===== src/verilog/nps_pkg.sv =====
// Shared constants for the NAND page SEC-DED code engine
package nps_pkg;

  // ****************************************************************
  // Register map (byte addresses)
  // ****************************************************************
  localparam int REG_ADDR_W = 5;
  localparam logic [4:0] OFS_CTRL = 5'h00;
  localparam logic [4:0] OFS_MODE = 5'h04;
  localparam logic [4:0] OFS_STATUS = 5'h08;
  localparam logic [4:0] OFS_PARITY = 5'h0c;
  localparam logic [4:0] OFS_NPARITY = 5'h10;

  // ****************************************************************
  // Field positions and reset values
  // ****************************************************************
  localparam int CTRL_RST_BIT = 0;
  localparam int STAT_RECOV_BIT = 0;
  localparam int STAT_CODE_BIT = 1;
  localparam int STAT_MULTI_BIT = 2;
  localparam int PR_BIT_IDX_W = 4;
  localparam logic [1:0] MODE_RESET = 2'h0;
  localparam logic [2:0] STATUS_RESET = 3'h0;
  localparam logic [15:0] PARITY_RESET = 16'h0000;

  // ****************************************************************
  // NAND commands and page geometry
  // ****************************************************************
  localparam logic [7:0] CMD_PAGE_READ = 8'h00;
  localparam logic [7:0] CMD_PAGE_PROGRAM = 8'h80;
  localparam logic [12:0] PAGE_BASE_WORDS = 13'h0200;
  localparam logic [1:0] SPARE_LAST_8 = 2'h3;
  localparam logic [1:0] SPARE_LAST_16 = 2'h1;
  localparam logic [3:0] COL_MASK_8 = 4'h7;
  localparam logic [3:0] COL_MASK_16 = 4'hf;

  // Column groups: bits whose position has bit k set
  localparam logic [15:0] COL_SEL0 = 16'haaaa;
  localparam logic [15:0] COL_SEL1 = 16'hcccc;
  localparam logic [15:0] COL_SEL2 = 16'hf0f0;
  localparam logic [15:0] COL_SEL3 = 16'hff00;

  typedef enum logic [2:0] {
    ST_IDLE,
    ST_ARMED,
    ST_DATA,
    ST_SPARE,
    ST_LOCKED
  } nps_state_e;

endpackage


===== src/verilog/nps_ecc_top.sv =====
// NAND page SEC-DED code engine with register port
//
// Function
// - Correct any single-bit page error, detect random two-bit errors.
// - Treat page as 8-bit or 16-bit words per memory width.
// - Page size field selects 512/1024/2048/4096 main-area words, codes 00..11.
// - Start computing on page read 00h or page program 80h.
// - Results valid at end of main area, frozen until next start; on a read the syndrome replaces them after the spare words.
// - After stored code is read back, detect errors and set flags.
// - Zero syndrome reports no error, all flags clear.
// - Single data error sets recoverable flag, reports word and bit.
// - One corrupt stored code bit sets the code-area flag.
// - Several errors set the multiple-error flag.
// - Command or software reset clears status and parity registers.
// - Generate a 32-bit Hamming-style SEC-DED code per page.
// - Code splits into row parity and column parity terms.
// - Word parity goes to P or P' term by each index bit.
// - Highest row term follows page size, P2048 up to P16384.
// - Control bit one clears parity results, zero has no effect.
// - Word and bit positions meaningful only after a single error.
//
// Decided for this implementation: the address-and-strobe port and the placing of the registers.
`timescale 1ns/1ps

module nps_ecc_top #(
  parameter int IDX_W = 12
) (
  input wire logic clk_sys, // System clock, 25 MHz
  input wire logic rst, // Synchronous reset, high
  input wire logic [4:0] regAddr, // Register byte address
  input wire logic [31:0] regWdata, // Register write data
  input wire logic regWr, // Write strobe
  input wire logic regRd, // Read strobe
  output logic [31:0] regRdata, // Read data, cycle after strobe
  input wire logic nandCmdStb, // Command cycle on NAND bus
  input wire logic nandAddrStb, // Address cycle on NAND bus
  input wire logic nandDataStb, // Data word cycle on NAND bus
  input wire logic [15:0] nandBus, // NAND bus value
  input wire logic nandWide16 // Memory is 16-bit organised
);

  // ****************************************************************
  // State and registers
  // ****************************************************************
  nps_pkg::nps_state_e state_reg, state_next;
  logic isRead_reg;
  logic [1:0] mode_reg;
  logic [2:0] status_reg;
  logic [15:0] parity_reg;
  logic [15:0] nparity_reg;
  logic [IDX_W-1:0] wordIdx_reg;
  logic [1:0] spareCnt_reg;
  logic [31:0] stored_reg;
  logic endPend_reg;
  logic [31:0] rdata_reg;

  // ****************************************************************
  // Bus decode
  // ****************************************************************
  wire logic wrCtrl, wrMode, swReset;
  assign wrCtrl = regWr && (regAddr == nps_pkg::OFS_CTRL);
  assign wrMode = regWr && (regAddr == nps_pkg::OFS_MODE);
  assign swReset = wrCtrl && regWdata[nps_pkg::CTRL_RST_BIT];

  // ****************************************************************
  // NAND traffic decode
  // ****************************************************************
  // Only the two page-opening commands start a page; confirm codes
  // such as program-confirm pass by without effect.
  wire logic cmdRead, cmdProg, cmdStart;
  assign cmdRead = nandCmdStb && (nandBus[7:0] == nps_pkg::CMD_PAGE_READ);
  assign cmdProg = nandCmdStb &&
    (nandBus[7:0] == nps_pkg::CMD_PAGE_PROGRAM);
  assign cmdStart = cmdRead || cmdProg;

  // Upper byte ignored for 8-bit parts
  wire logic [15:0] wordData;
  assign wordData = nandWide16 ? nandBus : {8'h00, nandBus[7:0]};

  // Last index equals the used row-bit mask: 512 << size minus one
  wire logic [IDX_W-1:0] lastIdx;
  assign lastIdx = IDX_W'((nps_pkg::PAGE_BASE_WORDS << mode_reg)
    - 13'h0001);

  wire logic mainWord, lastWord, spareWord, lastSpare;
  assign mainWord = (state_reg == nps_pkg::ST_DATA) && nandDataStb;
  assign lastWord = mainWord && (wordIdx_reg == lastIdx);
  assign spareWord = (state_reg == nps_pkg::ST_SPARE) && nandDataStb;
  assign lastSpare = spareWord && (spareCnt_reg == (nandWide16 ?
    nps_pkg::SPARE_LAST_16 : nps_pkg::SPARE_LAST_8));

  // ****************************************************************
  // Parity accumulator
  // ****************************************************************
  logic [IDX_W-1:0] rowPar, rowParN;
  logic [3:0] colPar, colParN;

  nps_parity_acc #(
    .IDX_W(IDX_W),
    .COL_W(4)
  ) uAcc (
    .clk_sys(clk_sys),
    .rst(rst),
    .clear(cmdStart || swReset),
    .wordEn(mainWord),
    .wordData(wordData),
    .wordIdx(wordIdx_reg),
    .rowPar(rowPar),
    .rowParN(rowParN),
    .colPar(colPar),
    .colParN(colParN)
  );

  // ****************************************************************
  // Computed code and syndrome
  // ****************************************************************
  // Row bits above the page's index width and the byte column of
  // 8-bit parts carry no information and are masked out.
  wire logic [3:0] colMask;
  wire logic [15:0] codeMask, calcP, calcN;
  assign colMask = nandWide16 ? nps_pkg::COL_MASK_16 :
    nps_pkg::COL_MASK_8;
  assign codeMask = {lastIdx, colMask};
  assign calcP = {rowPar, colPar} & codeMask;
  assign calcN = {rowParN, colParN} & codeMask;

  // Stored code as it stands once the last spare word lands
  wire logic [31:0] storedCode;
  assign storedCode = nandWide16 ? {nandBus, stored_reg[31:16]} :
    {nandBus[7:0], stored_reg[31:8]};

  wire logic [15:0] synP, synN, synOr, synOrDec;
  assign synP = (calcP ^ storedCode[15:0]) & codeMask;
  assign synN = (calcN ^ storedCode[31:16]) & codeMask;
  assign synOr = synP | synN;
  assign synOrDec = synOr - 16'h0001;

  // Classification: P and P' syndromes complement for a data bit
  wire logic detect, noErr, dataErr, codeErr, multiErr;
  assign detect = lastSpare && isRead_reg;
  assign noErr = (synOr == 16'h0000);
  assign dataErr = ((synP ^ synN) == codeMask);
  assign codeErr = !noErr && ((synOr & synOrDec) == 16'h0000);
  assign multiErr = !noErr && !dataErr && !codeErr;

  wire logic [2:0] detFlags;
  assign detFlags = dataErr ? 3'h1 : (codeErr ? 3'h2 :
    (multiErr ? 3'h5 : 3'h0));

  // ****************************************************************
  // Page sequencer
  // ****************************************************************
  always_comb begin
    state_next = state_reg;
    case (state_reg)
      nps_pkg::ST_IDLE: begin
      end
      nps_pkg::ST_ARMED: begin
        if (nandAddrStb) begin
          state_next = nps_pkg::ST_DATA;
        end
      end
      nps_pkg::ST_DATA: begin
        if (lastWord) begin
          state_next = isRead_reg ? nps_pkg::ST_SPARE :
            nps_pkg::ST_LOCKED;
        end
      end
      nps_pkg::ST_SPARE: begin
        if (lastSpare) begin
          state_next = nps_pkg::ST_LOCKED;
        end
      end
      nps_pkg::ST_LOCKED: begin
      end
      default: begin
        state_next = nps_pkg::ST_IDLE;
      end
    endcase
    if (cmdStart) begin
      state_next = nps_pkg::ST_ARMED;
    end else if (swReset) begin
      state_next = nps_pkg::ST_IDLE;
    end
  end

  // State, direction and counters
  always_ff @(posedge clk_sys) begin
    if (rst) begin
      state_reg <= nps_pkg::ST_IDLE;
      isRead_reg <= 1'b0;
      wordIdx_reg <= '0;
      spareCnt_reg <= 2'h0;
      endPend_reg <= 1'b0;
    end else begin
      state_reg <= state_next;
      endPend_reg <= lastWord;
      if (cmdStart) begin
        isRead_reg <= cmdRead;
      end
      if (cmdStart || swReset) begin
        wordIdx_reg <= '0;
        spareCnt_reg <= 2'h0;
      end else if (mainWord) begin
        wordIdx_reg <= wordIdx_reg + 1'b1;
      end else if (spareWord) begin
        spareCnt_reg <= spareCnt_reg + 2'h1;
      end
    end
  end

  // Stored code capture, low word first
  always_ff @(posedge clk_sys) begin
    if (rst) begin
      stored_reg <= 32'h0000_0000;
    end else if (spareWord) begin
      stored_reg <= storedCode;
    end
  end

  // ****************************************************************
  // Result registers
  // ****************************************************************
  // A detection outranks a same-cycle clear so an outcome is never
  // dropped; in practice both cannot share one bus cycle.
  always_ff @(posedge clk_sys) begin
    if (rst) begin
      status_reg <= nps_pkg::STATUS_RESET;
      parity_reg <= nps_pkg::PARITY_RESET;
      nparity_reg <= nps_pkg::PARITY_RESET;
    end else if (detect) begin
      status_reg <= detFlags;
      parity_reg <= synP;
      nparity_reg <= synN;
    end else if (cmdStart || swReset) begin
      status_reg <= nps_pkg::STATUS_RESET;
      parity_reg <= nps_pkg::PARITY_RESET;
      nparity_reg <= nps_pkg::PARITY_RESET;
    end else if (endPend_reg) begin
      parity_reg <= calcP;
      nparity_reg <= calcN;
    end
  end

  // Mode register; size change mid-page is the user's hazard
  always_ff @(posedge clk_sys) begin
    if (rst) begin
      mode_reg <= nps_pkg::MODE_RESET;
    end else if (wrMode) begin
      mode_reg <= regWdata[1:0];
    end
  end

  // ****************************************************************
  // Read port
  // ****************************************************************
  wire logic [31:0] rdMux;
  assign rdMux =
    (regAddr == nps_pkg::OFS_MODE) ? {30'h0, mode_reg} :
    (regAddr == nps_pkg::OFS_STATUS) ? {29'h0, status_reg} :
    (regAddr == nps_pkg::OFS_PARITY) ? {16'h0, parity_reg} :
    (regAddr == nps_pkg::OFS_NPARITY) ? {16'h0, nparity_reg} :
    32'h0000_0000;

  // Write-only control and unmapped addresses read as zero
  always_ff @(posedge clk_sys) begin
    if (rst) begin
      rdata_reg <= 32'h0000_0000;
    end else if (regRd) begin
      rdata_reg <= rdMux;
    end else begin
      rdata_reg <= 32'h0000_0000;
    end
  end
  assign regRdata = rdata_reg;
endmodule


===== src/verilog/nps_parity_acc.sv =====
// Running row and column parity accumulator for one page
`timescale 1ns/1ps

module nps_parity_acc #(
  parameter int IDX_W = 12,
  parameter int COL_W = 4
) (
  input wire logic clk_sys, // System clock
  input wire logic rst, // Synchronous reset, high
  input wire logic clear, // Restart accumulation
  input wire logic wordEn, // One data word this cycle
  input wire logic [15:0] wordData, // Data word, upper byte zero if 8-bit
  input wire logic [IDX_W-1:0] wordIdx, // Index of the word in page
  output logic [IDX_W-1:0] rowPar, // Row terms, index bit one
  output logic [IDX_W-1:0] rowParN, // Row terms, index bit zero
  output logic [COL_W-1:0] colPar, // Column terms, position bit one
  output logic [COL_W-1:0] colParN // Column terms, position bit zero
);

  // ****************************************************************
  // Word parity and column selections
  // ****************************************************************
  localparam logic [15:0] COL_SEL [4] = '{nps_pkg::COL_SEL0,
    nps_pkg::COL_SEL1, nps_pkg::COL_SEL2, nps_pkg::COL_SEL3};

  wire logic wordPar;
  assign wordPar = ^wordData;

  // ****************************************************************
  // Row terms: whole-word parity steered by each index bit
  // ****************************************************************
  genvar gi;
  generate
    for (gi = 0; gi < IDX_W; gi++) begin : gRow
      logic hiReg;
      logic loReg;
      // Each index bit splits the page into two halves
      always_ff @(posedge clk_sys) begin
        if (rst || clear) begin
          hiReg <= 1'b0;
          loReg <= 1'b0;
        end else if (wordEn) begin
          if (wordIdx[gi]) begin
            hiReg <= hiReg ^ wordPar;
          end else begin
            loReg <= loReg ^ wordPar;
          end
        end
      end
      assign rowPar[gi] = hiReg;
      assign rowParN[gi] = loReg;
    end

    // **************************************************************
    // Column terms: bit groups taken over every word
    // **************************************************************
    for (gi = 0; gi < COL_W; gi++) begin : gCol
      logic hiReg;
      logic loReg;
      // Odd/even, pairs, nibbles, bytes
      always_ff @(posedge clk_sys) begin
        if (rst || clear) begin
          hiReg <= 1'b0;
          loReg <= 1'b0;
        end else if (wordEn) begin
          hiReg <= hiReg ^ (^(wordData & COL_SEL[gi]));
          loReg <= loReg ^ (^(wordData & ~COL_SEL[gi]));
        end
      end
      assign colPar[gi] = hiReg;
      assign colParN[gi] = loReg;
    end
  endgenerate

endmodule


===== config.mk =====
export PLATFORM = sky130hd
export DESIGN_NAME = nps_ecc_top
export DESIGN_NICKNAME = d
export VERILOG_FILES = /design/src/verilog/nps_pkg.sv /design/src/verilog/nps_ecc_top.sv /design/src/verilog/nps_parity_acc.sv
export SDC_FILE = /design/constraint.sdc
export NUM_CORES = 1
export LEC_CHECK = 0
export BUFFER_PORTS_ARGS = -buffer_cell sky130_fd_sc_hd__buf_2
export CORE_MARGIN = 4
export CORE_UTILIZATION = 58
export CTS_CLUSTER_SIZE = 8
export DETAILED_ROUTE_END_ITERATION = 12
export GPL_ROUTABILITY_DRIVEN = 0
export PLACE_DENSITY = 0.85
export SETUP_SLACK_MARGIN = 0.2
export SLEW_MARGIN = 15
export SYNTH_ARGS = -nofsm -noshare
export SYNTH_HDL_FRONTEND = slang
export SYNTH_SLANG_ARGS = --single-unit

===== constraint.sdc =====
create_clock -name clk_sys -period 7.1 [get_ports clk_sys]
set_input_delay 1.775 -clock clk_sys [delete_from_list [all_inputs] [get_ports clk_sys]]
set_output_delay 1.775 -clock clk_sys [all_outputs]
set_load 0.02 [all_outputs]

==> metrics.sh, run 1 <==
SYNTH.YOSYS.WARNINGS=0
WORST_IR_DROP_VDD_uV=162
LATEST_CLOCK_ARRIVAL_WITHIN_THE_WORST_SKEW_PAIR_NS=0.43
DIE_WIDTH_UM=118
FINAL_HOLD_VIOL_COUNT=0
FLOORPLAN.DIE_AREA_UM2=13900
ORDERED_CELL_LIST_FOR_THE_CRITICAL_PATH='buf_2 > buf_4 > mux2i_1 > xor2_1 > ha_1 > nand4_1 > or4_1 > xor2_1 > a31oi_1 > a211o_1 > o211a_1'
MAXCLOCKFREQUENCY_MHz=205
DESIGN.CORE.AREA_UM2=11600
FINALMAXSLEWVIOLATIONS=0
SETUP_VIOL=0
H_TREE_LEVEL_COUNT=4
CTSROOTBUFFERMASTER='clkbuf_16'
FINAL_NETS=926
WL_UM=18400
GRT_MAX_DEGREE=51
VIAS=6273
LEAKAGE_nW=3.35
STD_CELL_ROWS=39
MAX_REG_FLOPS=23
CHIPHEIGHT_UM=118
SETUP_TOTAL_NEGATIVE_SLACK_NS=0
GRT_PASS1_VIAS=5776
VIA_PER_INST=6.29
CLKTRANSATPATHREGS_NS=0.06
CTSHOLDBUFFERS=0
NUMBER_OF_INSTANCES_RESIZED_DURING_POST_CTS_REPAIR=0
GRT_UTIL_ALL_LAYERS=0.263
DRT_PASS1_ITERATIONS=6
POSTCTSSETUPREPAIRBUFS=0
ANT_NETS=0
YOSYSUNIQUECELLTYPES=59
AREAGROWTHSYNTHTOFINISH_PCT=12.4
SYNTHFLOPTYPE='dfxtp_1'
POWER-PER-CELL-AREA_nW_PER_UM2=239
PORT-BUFFER-COUNT=46
DATA_ARRIVAL_TIME_OF_THE_WORST_PATH_NS=5.19
SYNTH_AREA_UM2=6990
WORST_PIN_SLEW_NS=1.09
RSZ0062_AT_GRT='false'
CRITPATHMAXSTAGEDELAY_NS=0.59
TOP_LEVEL_PORTS=93
AVGSYNTHCELLAREA_UM2=8.50
WORST_SETUP_PATH_START_KIND='input port'
LAYOUTNONFILLERINSTCOUNT=998
STATUS='completed'
PERIOD_NEEDED_NS=4.87
DRC_ERRORS=0
NUMBER_OF_VIOLATIONS_REPORTED_AT_THE_END_OF_DETAILED_ROUTING_ITERATION_0=633
ANTENNA_VIOLATIONS_BEFORE_REPAIR=0
CRIT_FAMILY='buffers and inverters'
ANTENNA_CELLS_INSERTED=0
CTS_TREE='yes'
CRIT_PATH_MAX_FANOUT=28
SYNTH_EDF_COUNT=0
CPMAXSTAGEDELAYCELL='or4_1'
CRITICAL_PATH.ENDPOINT_TYPE='flip-flop'
DRIVE_GT1_FRAC=0.110
GRT_FIRST_PASS_WIRELENGTH_UM=29500
WORST_SETUP_PATH_CLASS='in -> reg'
MIN_PATH_TYPE='reg -> reg'
SYNTH_SEQ_AREA_SHARE=0.364
CTS-ROOT-TO-SINK-BUFFERS=2
CTS-BUFFERS-INSERTED=17
WL_PER_CELL_UM=18.4
FILLERS=911
MAXSLEWHEADROOM=0.269
CRIT_BUF_INV=2
FINALCLOCKSKEW_NS=0.0133
CRIT_PATH_FREQUENT_CELL='xor2_1'
GLOBALROUTEOVERFLOWTOTAL=0
ASYNC_FLOP_SHARE=0
DP.CELLS=967
HPWL_UM=12300
SYN-INSTANCE-COUNT=823
MAX_CAP_VIOLATIONS=0
CLKSINKCOUNT=127
YS_FF_LATCH=127
FINAL.PERIOD_UTILIZATION=0.685
REQUIRED_TIME_OF_THE_WORST_SETUP_PATH_NS=7.42
FLOORPLAN.INITIALDENSITY=0.602
kinds of logic (layout without fill, tap and decap cells):
| family | Yosys count | after routing | synth area share |
|---|---|---|---|
| xor gates and xnor gates | 86 | 86 | 0.114 |
| and+or+nand+nor | 257 | 257 | 0.176 |
| buffers and inverters | 96 | 113 | 0.0616 |
| DFF | 127 | 127 | 0.364 |
| muxes | 34 | 34 | 0.0489 |
| other | 1 | 16 | 0.000536 |
| AOI/OAI and AO/OA | 198 | 198 | 0.193 |
| adders and majority gates | 24 | 24 | 0.0422 |
area by class of cell:
type	instances	area [um^2]	area share
Tap cell	143	179	0.0228
Sequential cell	127	2540	0.324
Timing Repair Buffer	56	305	0.0389
Clock buffer	22	464	0.0591
Inverter	26	97.6	0.0124
Multi-Input combinational cell	615	4090	0.520
Clock inverter	9	183	0.0232
final timing paths:
kind | from | to | slack (ns) | cells after the start
setup reg to reg | state_reg[0]$_SDFFE_PP0P_ | nparity_reg[11]$_SDFFE_PP0P_ | 4.03 | 6
hold reg to reg | status_reg[1]$_SDFFE_PP0P_ | status_reg[1]$_SDFFE_PP0P_ | 0.48 | 2
hold / removal | status_reg[1]$_SDFFE_PP0P_ | status_reg[1]$_SDFFE_PP0P_ | 0.48 | 2
setup / recovery | nandWide16 | status_reg[0]$_SDFFE_PP0P_ | 2.23 | 11
metrics by stage:
step	cell area (um^2)	util	hold WS (ns)	power [mW]	setup slack (ns)
2_1_floorplan	7050	-	0.446	0.896	2.43
5_1_grt	7860	0.677	0.497	1.93	2.08
3_5_place_dp	7210	0.621	0.465	0.931	1.93
4_1_cts	7860	0.677	0.473	1.88	2.32
6_report	7860	0.677	0.478	1.88	2.23
3_3_place_gp	7210	0.621	0.463	0.926	1.96
cells in the final DEF, fill, tap and decap left out, types with 3 or more instances in the layout:
| cell | synthesis | final |
|---|---|---|
| dfxtp_1 | 127 | 127 |
| nor2_1 | 99 | 99 |
| o21ai_0 | 58 | 58 |
| nand2_1 | 49 | 49 |
| buf_2 | 2 | 46 |
| xnor2_1 | 44 | 44 |
| xor2_1 | 38 | 38 |
| mux2i_1 | 33 | 33 |
| a21oi_1 | 32 | 32 |
| inv_1 | 25 | 25 |
| o211a_1 | 25 | 25 |
| nor3_1 | 25 | 24 |
| a211oi_1 | 24 | 24 |
| ha_1 | 22 | 22 |
| nand4_1 | 21 | 21 |
| clkbuf_16 | 0 | 17 |
| nand3_1 | 16 | 16 |
| conb_1 | 1 | 16 |
| a22oi_1 | 15 | 15 |
| o31ai_1 | 13 | 13 |
| or4_1 | 13 | 13 |
| o311ai_0 | 11 | 11 |
| buf_4 | 16 | 10 |
| and3_1 | 9 | 9 |
| nor2b_1 | 6 | 6 |
| bufinv_16 | 0 | 5 |
| and4_1 | 3 | 3 |
| or3_1 | 3 | 3 |
| nand2b_1 | 3 | 3 |
| a22o_1 | 3 | 3 |
| a31oi_1 | 3 | 3 |
| clkbuf_1 | 46 | 3 |
power by group:
part | internal (mW) | switching [mW]
combinational | 0.0628 | 0.142
clock | 0.640 | 0.317
sequential | 0.715 | 0.00163
cell usage after synthesis (2+ instances only):
library cell	number	share of area
inv_1	25	0.013
nand3_1	16	0.011
o21a_1	2	0.0021
or4_1	13	0.014
a22o_1	3	0.0038
a21boi_0	2	0.0021
dfxtp_1	127	0.36
nand2_1	49	0.026
o2111ai_1	2	0.0025
nand2b_1	3	0.0027
nand4_1	21	0.019
a22oi_1	15	0.016
xor2_2	2	0.0047
and3_1	9	0.0081
clkbuf_1	46	0.025
o21ai_0	58	0.042
nor2_1	99	0.053
buf_2	2	0.0014
ha_1	22	0.039
buf_4	16	0.017
a21oi_1	32	0.023
maj3_1	2	0.0029
o31ai_1	13	0.014
o311ai_0	11	0.014
and4_1	3	0.0038
mux2i_1	33	0.047
nor3_1	25	0.018
xnor2_1	44	0.055
o211a_1	25	0.036
a31oi_1	3	0.0027
or3_1	3	0.0027
xor2_1	38	0.048
buf_1	5	0.0027
a211oi_1	24	0.026
nor2b_1	6	0.0054
worst reg2reg max path: stages (launching register included):
cell and delay, ns:
dfxtp_1 0.43, and4b_1 0.22, buf_4 0.44, and3_1 0.33, nand2_1 0.63, o21ai_0 0.73
o211a_1 0.24
layer usage:
| layer | track usage | share of wire | vias to the layer above |
|---|---|---|---|
| met5 | 0 | 0 | - |
| met2 | 0.424 | 0.47 | 278 |
| met1 | 0.327 | 0.41 | 2966 |
| met3 | 0.0687 | 0.078 | 63 |
| li1 | - | - | 2966 |
| met4 | 0.125 | 0.041 | 0 |
(Power assumes the default switching activity.)
==> inputs of run 2 (changes only) <==
--- a/config.mk
+++ b/config.mk
@@ -5,6 +5,7 @@
 export SDC_FILE = /design/constraint.sdc
 export NUM_CORES = 1
 export LEC_CHECK = 0
+export ABC_AREA = 1
 export BUFFER_PORTS_ARGS = -buffer_cell sky130_fd_sc_hd__buf_2
 export CORE_MARGIN = 4
 export CORE_UTILIZATION = 58
==> constraint.sdc (replaced) <==
create_clock -name clk_sys -period 4.9 [get_ports clk_sys]
set_input_delay 1.225 -clock clk_sys [delete_from_list [all_inputs] [get_ports clk_sys]]
set_output_delay 1.225 -clock clk_sys [all_outputs]
set_load 0.02 [all_outputs]
==> run 2 against run 1 <==
  * Synthesized cell count is 35% higher
  * Power is 33% higher
  * Synthesized area is 7.6% higher
  * Sequential share of layout area is 1.6 points lower
  * Largest cell class unchanged
==> metrics.sh, run 2 <==
MOSTFREQUENTLAYOUTCELL='nand2_1'
CLKSINKCOUNT=127
MAX_CAP_VIOLATIONS=0
WORST-R2R-SETUP-SLACK_NS=2.26
REQUIRED_TIME_OF_THE_WORST_SETUP_PATH_NS=5.19
FLOORPLAN.DIE_AREA_UM2=14900
FINALMAXSLEWVIOLATIONS=0
SETUP_TOTAL_NEGATIVE_SLACK_NS=0
REGTOREGENDPOINT='status_reg[2]$_SDFFE_PP0P_'
FINAL_HOLD_VIOL_COUNT=0
H_TREE_LEVEL_COUNT=4
HOLDPATHSTAGES=2
SYNTH_FA_HA_AREA_FRAC=0.0366
DPL_CELL_AREA_UM2=7730
PORT-BUFFER-COUNT=46
ANTENNA_CELLS_INSERTED=0
FLOORPLAN.INITIALDENSITY=0.594
YOSYSMOSTFREQUENTCELL='nand2_1'
WORST_SETUP_PATH_CLASS='in -> reg'
MAXCLOCKFREQUENCY_MHz=260
FINAL_AREA_UM2=8260
WL_PER_CELL_UM=15.6
SYNTHTOPCELLSBYCOUNT='188 x nand2_1, 135 x inv_1, 127 x dfxtp_1, 126 x a21oi_1, 102 x nor2_1'
AVGSYNTHCELLAREA_UM2=6.78
FINAL.PERIOD_UTILIZATION=0.786
POST_SYNTH_MUX_AREA_SHARE=0
ORIGIN_OF_THE_WORST_MIN_DELAY_PATH='stored_reg[9]$_SDFFE_PP0P_'
STATUS='completed'
POST_ROUTE_M1_WL_UM=8740
CPMAXSTAGEDELAYCELL='buf_2'
SYNTHFLOPTYPE='dfxtp_1'
DESIGN.CORE.AREA_UM2=12700
FINAL_UTIL=0.652
TOP_LEVEL_PORTS=93
MAX_REG_FLOPS=23
DRIVE_GT1_FRAC=0.0989
SYNTH_AREA_UM2=7530
GRT_PASS1_VIAS=6664
WORST_IR_DROP_VDD_uV=235
LEAKAGE_nW=3.40
WL_UM=20500
POSTCTSSETUPREPAIRBUFS=0
SETUP_VIOL=0
AREAGROWTHSYNTHTOFINISH_PCT=9.81
SEQUENTIAL_CELL_AREA_UM2=2540
ANTENNA_VIOLATIONS_BEFORE_REPAIR=0
CTSHOLDBUFFERS=0
CRIT_PATH_FREQUENT_CELL='nand2_1'
RSZ0062_AT_GRT='false'
VIAS=7426
CLKTRANSATPATHREGS_NS=0.06
WHS_ENDPOINT='stored_reg[9]$_SDFFE_PP0P_'
WL_MET3_UM=1650
ASYNC_FLOP_SHARE=0
ANT_NETS=0
YS_FF_LATCH=127
LAYOUT.CELLS.MOST_COMMON_LIST='188 x nand2_1, 135 x inv_1, 127 x dfxtp_1, 126 x a21oi_1'
DRC_ERRORS=0
DRT_PASS1_ITERATIONS=7
TIMING.REG2REG.WORST_PATH_DEPTH=14
YOSYSUNIQUECELLTYPES=41
CRITICAL_PATH.ENDPOINT_TYPE='flip-flop'
POWER-PER-CELL-AREA_nW_PER_UM2=303
LARGEST_FAMILY_OF_LOGIC_CELLS_BY_SYNTHESIZED_AREA='simple AND/OR/NAND/NOR gates'
NUMBER_OF_VIOLATIONS_REPORTED_AT_THE_END_OF_DETAILED_ROUTING_ITERATION_0=788
CTS-ROOT-TO-SINK-BUFFERS=2
CTSROOTBUFFERMASTER='clkbuf_16'
LATEST_CLOCK_ARRIVAL_WITHIN_THE_WORST_SKEW_PAIR_NS=0.42
MIN_PATH_TYPE='reg -> reg'
HPWL_UM=14500
CTS_TREE='yes'
DP_SLACK_NS=0.667
SYNTH_EDF_COUNT=0
CHIPHEIGHT_UM=122
CTS-BUFFERS-INSERTED=17
FINAL_NETS=1215
DIE_WIDTH_UM=122
CRIT_PATH_MAX_FANOUT=60
VIA_PER_INST=5.65
LAYOUTNONFILLERINSTCOUNT=1314
SYN-INSTANCE-COUNT=1110
FINALCLOCKSKEW_NS=0.00674
GLOBALROUTEOVERFLOWTOTAL=0
DATA_ARRIVAL_TIME_OF_THE_WORST_PATH_NS=4.14
GRT_FIRST_PASS_WIRELENGTH_UM=32500
PERIOD_NEEDED_NS=3.85
SYNTH_TOP_AREA_CELL='dfxtp_1'
WORST_PIN_SLEW_NS=0.932
SYNTHSIMPLEGATEAREAFRAC=0.269
POST_SYNTH_MAIN_AREA_CONTRIBUTORS='dfxtp_1 34%, nand2_1 9.4%, a21oi_1 8.4%'
STD_CELL_ROWS=41
POST-ROUTE-WORST-SETUP-SLACK_NS=1.05
CRITPATHMAXSTAGEDELAY_NS=0.70
SYNTH.YOSYS.WARNINGS=0
NUMBER_OF_INSTANCES_RESIZED_DURING_POST_CTS_REPAIR=0
SYNTHXORXNORAREAFRAC=0.0605
SYNTH_LARGEST_TYPE_AREA_FRACTION=0.338
MAXSLEWHEADROOM=0.378
DR.MAX_LAYER_USED='met4'
SYNTH_SEQ_AREA_SHARE=0.338
ROUTE.MET2.WL_UM=9410
FILLERS=1091
GRT_MAX_DEGREE=61
R2R_START='mode_reg[1]$_SDFFE_PP0P_'
ORDERED_CELL_LIST_FOR_THE_CRITICAL_PATH='buf_2 > inv_1 > o21ai_0 > xor2_1 > inv_1 > ha_1 > nand2_1 > nor2_1 > nand2_1 > o21ai_0 > nand2_1 > nor3_1 > nand2_1 > nand2_1 > a21oi_1'
GRT_UTIL_ALL_LAYERS=0.280
SHARE_OF_THE_SYNTHESIZED_AREA_IN_COMPOUND_GATES_AO_OA_AOI_OAI=0.173
MULTI_INPUT_AREA_UM2=4120
DP.CELLS=1285
WORST_SETUP_PATH_START_KIND='input port'
run 2: cell count changes in the layout (fill, tap and decap cells not counted), sizes merged, moves of 23 or more:
cell,change
a211oi,-23
a21oi,+94
inv,+114
mux2i,-33
nand2,+148
nand3,+42
nand4,+33
o211a,-25
o21ai,+50
xnor2,-29
run 2: kinds of logic (layout without fill, tap and decap cells):
group           Yosys count  after routing
buf+inv                 211            228
flops                   127            127
compound gates          253            253
fa+ha+maj                22             22
other cells               1             16
xor+xnor                 52             52
simple gates            444            444
run 2: worst max path at each step:
stage / startpoint / end / slack [ns] / cells after the start
after floorplan: nandWide16 / status_reg[0]$_SDFFE_PP0P_ / 1.46 / 15
after global placement: nandWide16 / status_reg[0]$_SDFFE_PP0P_ / 0.71 / 15
after detailed placement: nandWide16 / status_reg[2]$_SDFFE_PP0P_ / 0.67 / 15
after CTS: nandWide16 / status_reg[2]$_SDFFE_PP0P_ / 1.12 / 15
after global routing: nandWide16 / status_reg[0]$_SDFFE_PP0P_ / 0.71 / 15
final: nandWide16 / status_reg[2]$_SDFFE_PP0P_ / 1.05 / 15
run 2: final cells by class:
cell class | instances | share of cell area
Clock inverter | 7 | 0.00787
Multi-Input combinational cell | 787 | 0.499
Inverter | 139 | 0.0631
Timing Repair Buffer | 60 | 0.0406
Clock buffer | 22 | 0.0562
Sequential cell | 127 | 0.308
Tap cell | 172 | 0.0260
run 2: where the power goes:
part           internal (mW)  switching (mW)  total, mW
combinational         0.0876           0.219      0.306
clock                  0.710           0.446       1.16
sequential              1.04         0.00231       1.04
run 2: critical path, delay by kind of cell:
family                   cells  cell delay, ns
buffers and inverters        3            1.14
AND/OR/NAND/NOR              7            0.77
AO/OA/AOI/OAI                3            0.60
adder cells (fa/ha/maj)      1            0.22
XOR/XNOR                     1            0.15
run 2: through the flow:
step	hold slack [ns]	power [mW]
2_1_floorplan	0.422	1.32
6_report	0.446	2.50
3_5_place_dp	0.440	1.36
4_1_cts	0.448	2.50
5_1_grt	0.474	2.60
3_3_place_gp	0.431	1.35
run 2: layer usage:
layer / vias up / global-route usage
met3: 50 / 0.0673
met4: 0 / 0.104
met5: - / 0
met1: 3371 / 0.372
met2: 332 / 0.445
li1: 3673 / -
==> inputs of run 3 (changes only) <==
--- a/config.mk
+++ b/config.mk
@@ -8,11 +8,11 @@
 export ABC_AREA = 1
 export BUFFER_PORTS_ARGS = -buffer_cell sky130_fd_sc_hd__buf_2
 export CORE_MARGIN = 4
-export CORE_UTILIZATION = 58
+export CORE_UTILIZATION = 53
 export CTS_CLUSTER_SIZE = 8
 export DETAILED_ROUTE_END_ITERATION = 12
 export GPL_ROUTABILITY_DRIVEN = 0
-export PLACE_DENSITY = 0.85
+export PLACE_DENSITY = 0.82
 export SETUP_SLACK_MARGIN = 0.2
 export SLEW_MARGIN = 15
 export SYNTH_ARGS = -nofsm -noshare
==> constraint.sdc (replaced) <==
create_clock -name clk_sys -period 3.5 [get_ports clk_sys]
set_input_delay 0.875 -clock clk_sys [delete_from_list [all_inputs] [get_ports clk_sys]]
set_output_delay 0.875 -clock clk_sys [all_outputs]
set_load 0.02 [all_outputs]
==> run 3 against run 2 <==
  * First-iteration DRC count rose by 0.51%
  * Sequential share of layout area shrank 0.54 points
  * Largest cell class unchanged
  * Worst hold slack improved by 0.0032 ns
  * Register-to-register slack got worse by 1.4 ns
  * Design area grew 1.8%
==> metrics.sh, run 3 (same netlist as run 2, synthesis figures left out) <==
ANTENNA_CELLS_INSERTED=0
RSZ0062_AT_GRT='false'
CRIT_FAMILY='simple AND/OR/NAND/NOR gates'
ANT_NETS=0
CTSHOLDBUFFERS=0
CRIT_PATH_FREQUENT_CELL='nand2_1'
HPWL_UM=14700
WORST-R2R-SETUP-SLACK_NS=0.83
FILLERS=1250
MIN_PATH_TYPE='reg -> reg'
FRACTION_OF_POWER_SPENT_SWITCHING_NETS=0.263
DRC_ERRORS=0
TOP_LEVEL_PORTS=93
WL_UM=20600
CTSROOTBUFFERMASTER='clkbuf_16'
DRT_PASS1_ITERATIONS=6
CRITICAL_PATH.ENDPOINT_TYPE='flip-flop'
VIAS=7495
CRITPATHMAXSTAGEDELAY_NS=0.37
WL_MET3_UM=1610
TIMING.CRITICAL_PATH.FROM='nandWide16'
SETUP_TOTAL_NEGATIVE_SLACK_NS=0
MAX_CAP_VIOLATIONS=0
REQUIRED_TIME_OF_THE_WORST_SETUP_PATH_NS=3.79
LEAKAGE_nW=3.47
MAXCLOCKFREQUENCY_MHz=338
TIMING.REG2REG.WORST_PATH_DEPTH=14
LAYOUT.CELLS.MOST_COMMON_LIST='188 x nand2_1, 135 x inv_1, 127 x dfxtp_1, 126 x a21oi_1'
CLKTRANSATPATHREGS_NS=0.06
POWER.SWITCHING_mW=0.961
MAXSLEWHEADROOM=0.648
FINALCLOCKSKEW_NS=0.0104
CTS-BUFFERS-INSERTED=17
FINAL_HOLD_VIOL_COUNT=0
ORDERED_CELL_LIST_FOR_THE_CRITICAL_PATH='buf_2 > buf_12 > o21ai_0 > xor2_1 > ha_1 > nand2_1 > nor2_1 > nand2_1 > o21ai_0 > o21ai_0 > nor3_1 > nand2_1 > nand2_1 > a21oi_1'
POWER.CLOCK.FRACTION=0.481
PERIOD_NEEDED_NS=2.96
FLOORPLAN.DIE_AREA_UM2=16200
CRIT_PATH_MAX_FANOUT=46
STATUS='completed'
WORST_SETUP_PATH_CLASS='in -> reg'
LATEST_CLOCK_ARRIVAL_WITHIN_THE_WORST_SKEW_PAIR_NS=0.43
GRT_FIRST_PASS_WIRELENGTH_UM=32600
SEQUENTIALPOWERSHARE=0.398
NUMBER_OF_VIOLATIONS_REPORTED_AT_THE_END_OF_DETAILED_ROUTING_ITERATION_0=792
GRT_MAX_DEGREE=51
CPMAXSTAGEDELAYCELL='nor2_1'
PORT-BUFFER-COUNT=46
ROUTE.MET2.WL_UM=9450
FLOORPLAN.INITIALDENSITY=0.542
POST_ROUTE_M1_WL_UM=8720
SETUP_VIOL=0
DR.MAX_LAYER_USED='met4'
TOTAL_POWER_mW=3.65
GLOBALROUTEOVERFLOWTOTAL=0
WORST_PIN_SLEW_NS=0.523
DATA_ARRIVAL_TIME_OF_THE_WORST_PATH_NS=3.25
DRIVE_GT1_FRAC=0.108
CHIPHEIGHT_UM=127
CRIT_BUF_INV=2
WL_PER_CELL_UM=15.5
R2R_START='mode_reg[0]$_SDFFE_PP0P_'
ANTENNA_VIOLATIONS_BEFORE_REPAIR=0
GRT_UTIL_ALL_LAYERS=0.253
AREAGROWTHSYNTHTOFINISH_PCT=11.8
GRT_PASS1_VIAS=6692
WORST_IR_DROP_VDD_uV=341
DESIGN.CORE.AREA_UM2=13900
MOSTFREQUENTLAYOUTCELL='nand2_1'
WORST_SETUP_PATH_START_KIND='input port'
CLKSINKCOUNT=127
COMB_PWR_SHARE=0.121
STD_CELL_ROWS=43
MAX_REG_FLOPS=23
VIA_PER_INST=5.64
FINAL.PERIOD_UTILIZATION=0.846
CTS-ROOT-TO-SINK-BUFFERS=2
POSTCTSSETUPREPAIRBUFS=0
POWER-PER-CELL-AREA_nW_PER_UM2=434
NUMBER_OF_INSTANCES_RESIZED_DURING_POST_CTS_REPAIR=0
FINALMAXSLEWVIOLATIONS=0
HOLDPATHSTAGES=2
NUMBER_OF_STAGES_ON_THE_WORST_SETUP_PATH=14
DIE_WIDTH_UM=127
P_INT_mW=2.69
FINAL_NETS=1222
H_TREE_LEVEL_COUNT=4
CTS_TREE='yes'
ORIGIN_OF_THE_WORST_MIN_DELAY_PATH='stored_reg[12]$_SDFFE_PP0P_'
run 3: changes by cell type in the layout (fill, tap and decap cells not counted):
cell	change
buf_4	+5
clkbuf_1	-3
buf_12	+2
clkinv_2	-2
bufinv_16	+1
clkinvlp_4	+1
clkinv_4	+2
clkbuf_8	+2
run 3: worst paths after layout:
| check | to |
|---|---|
| max | status_reg[2]$_SDFFE_PP0P_ |
| max reg2reg | status_reg[2]$_SDFFE_PP0P_ |
| min | stored_reg[12]$_SDFFE_PP0P_ |
| min reg2reg | stored_reg[12]$_SDFFE_PP0P_ |
run 3: layer usage:
metal  vias to the layer above  track usage
met2                       320        0.398
li1                       3688            -
met4                         0        0.131
met1                      3425        0.323
met5                         -            0
met3                        62       0.0610
run 3: worst reg2reg max path, delay by kind of cell, from the launching register on:
family,cells,cell delay [ns]
buffers and inverters,1,0.20
xor gates and xnor gates,1,0.13
DFF,1,0.35
adders and majority gates,1,0.30
AOI/OAI and AO/OA,1,0.06
and+or+nand+nor,10,1.51
run 3: cell type report:
| class | count | area, um^2 | area share |
|---|---|---|---|
| multi-input cells | 787 | 4120 | 0.490 |
| flip-flops and latches | 127 | 2540 | 0.302 |
| inverters | 139 | 522 | 0.0620 |
| clock buffers | 21 | 480 | 0.0571 |
| repair buffers | 67 | 413 | 0.0491 |
| well taps | 180 | 225 | 0.0268 |
| clock inverters | 9 | 110 | 0.0131 |
run 3: through the flow:
stage	hold WS, ns	setup slack, ns	cells	util	instance area [um^2]
4_1_cts	0.449	0.576	1330	0.606	8410
3_5_place_dp	0.442	0.136	1300	0.564	7820
5_1_grt	0.461	0.230	1330	0.606	8410
6_report	0.449	0.539	1330	0.606	8410
2_1_floorplan	0.422	0.411	1125	-	7580
3_3_place_gp	0.430	0.162	1300	0.564	7820
run 3: power by group through the flow:
stage	logic [mW]	registers, mW	clock network (mW)
2_1_floorplan	0.364	1.48	0
3_3_place_gp	0.419	1.49	0
3_5_place_dp	0.429	1.49	0
4_1_cts	0.431	1.45	1.77
5_1_grt	0.482	1.45	1.83
6_report	0.442	1.45	1.76
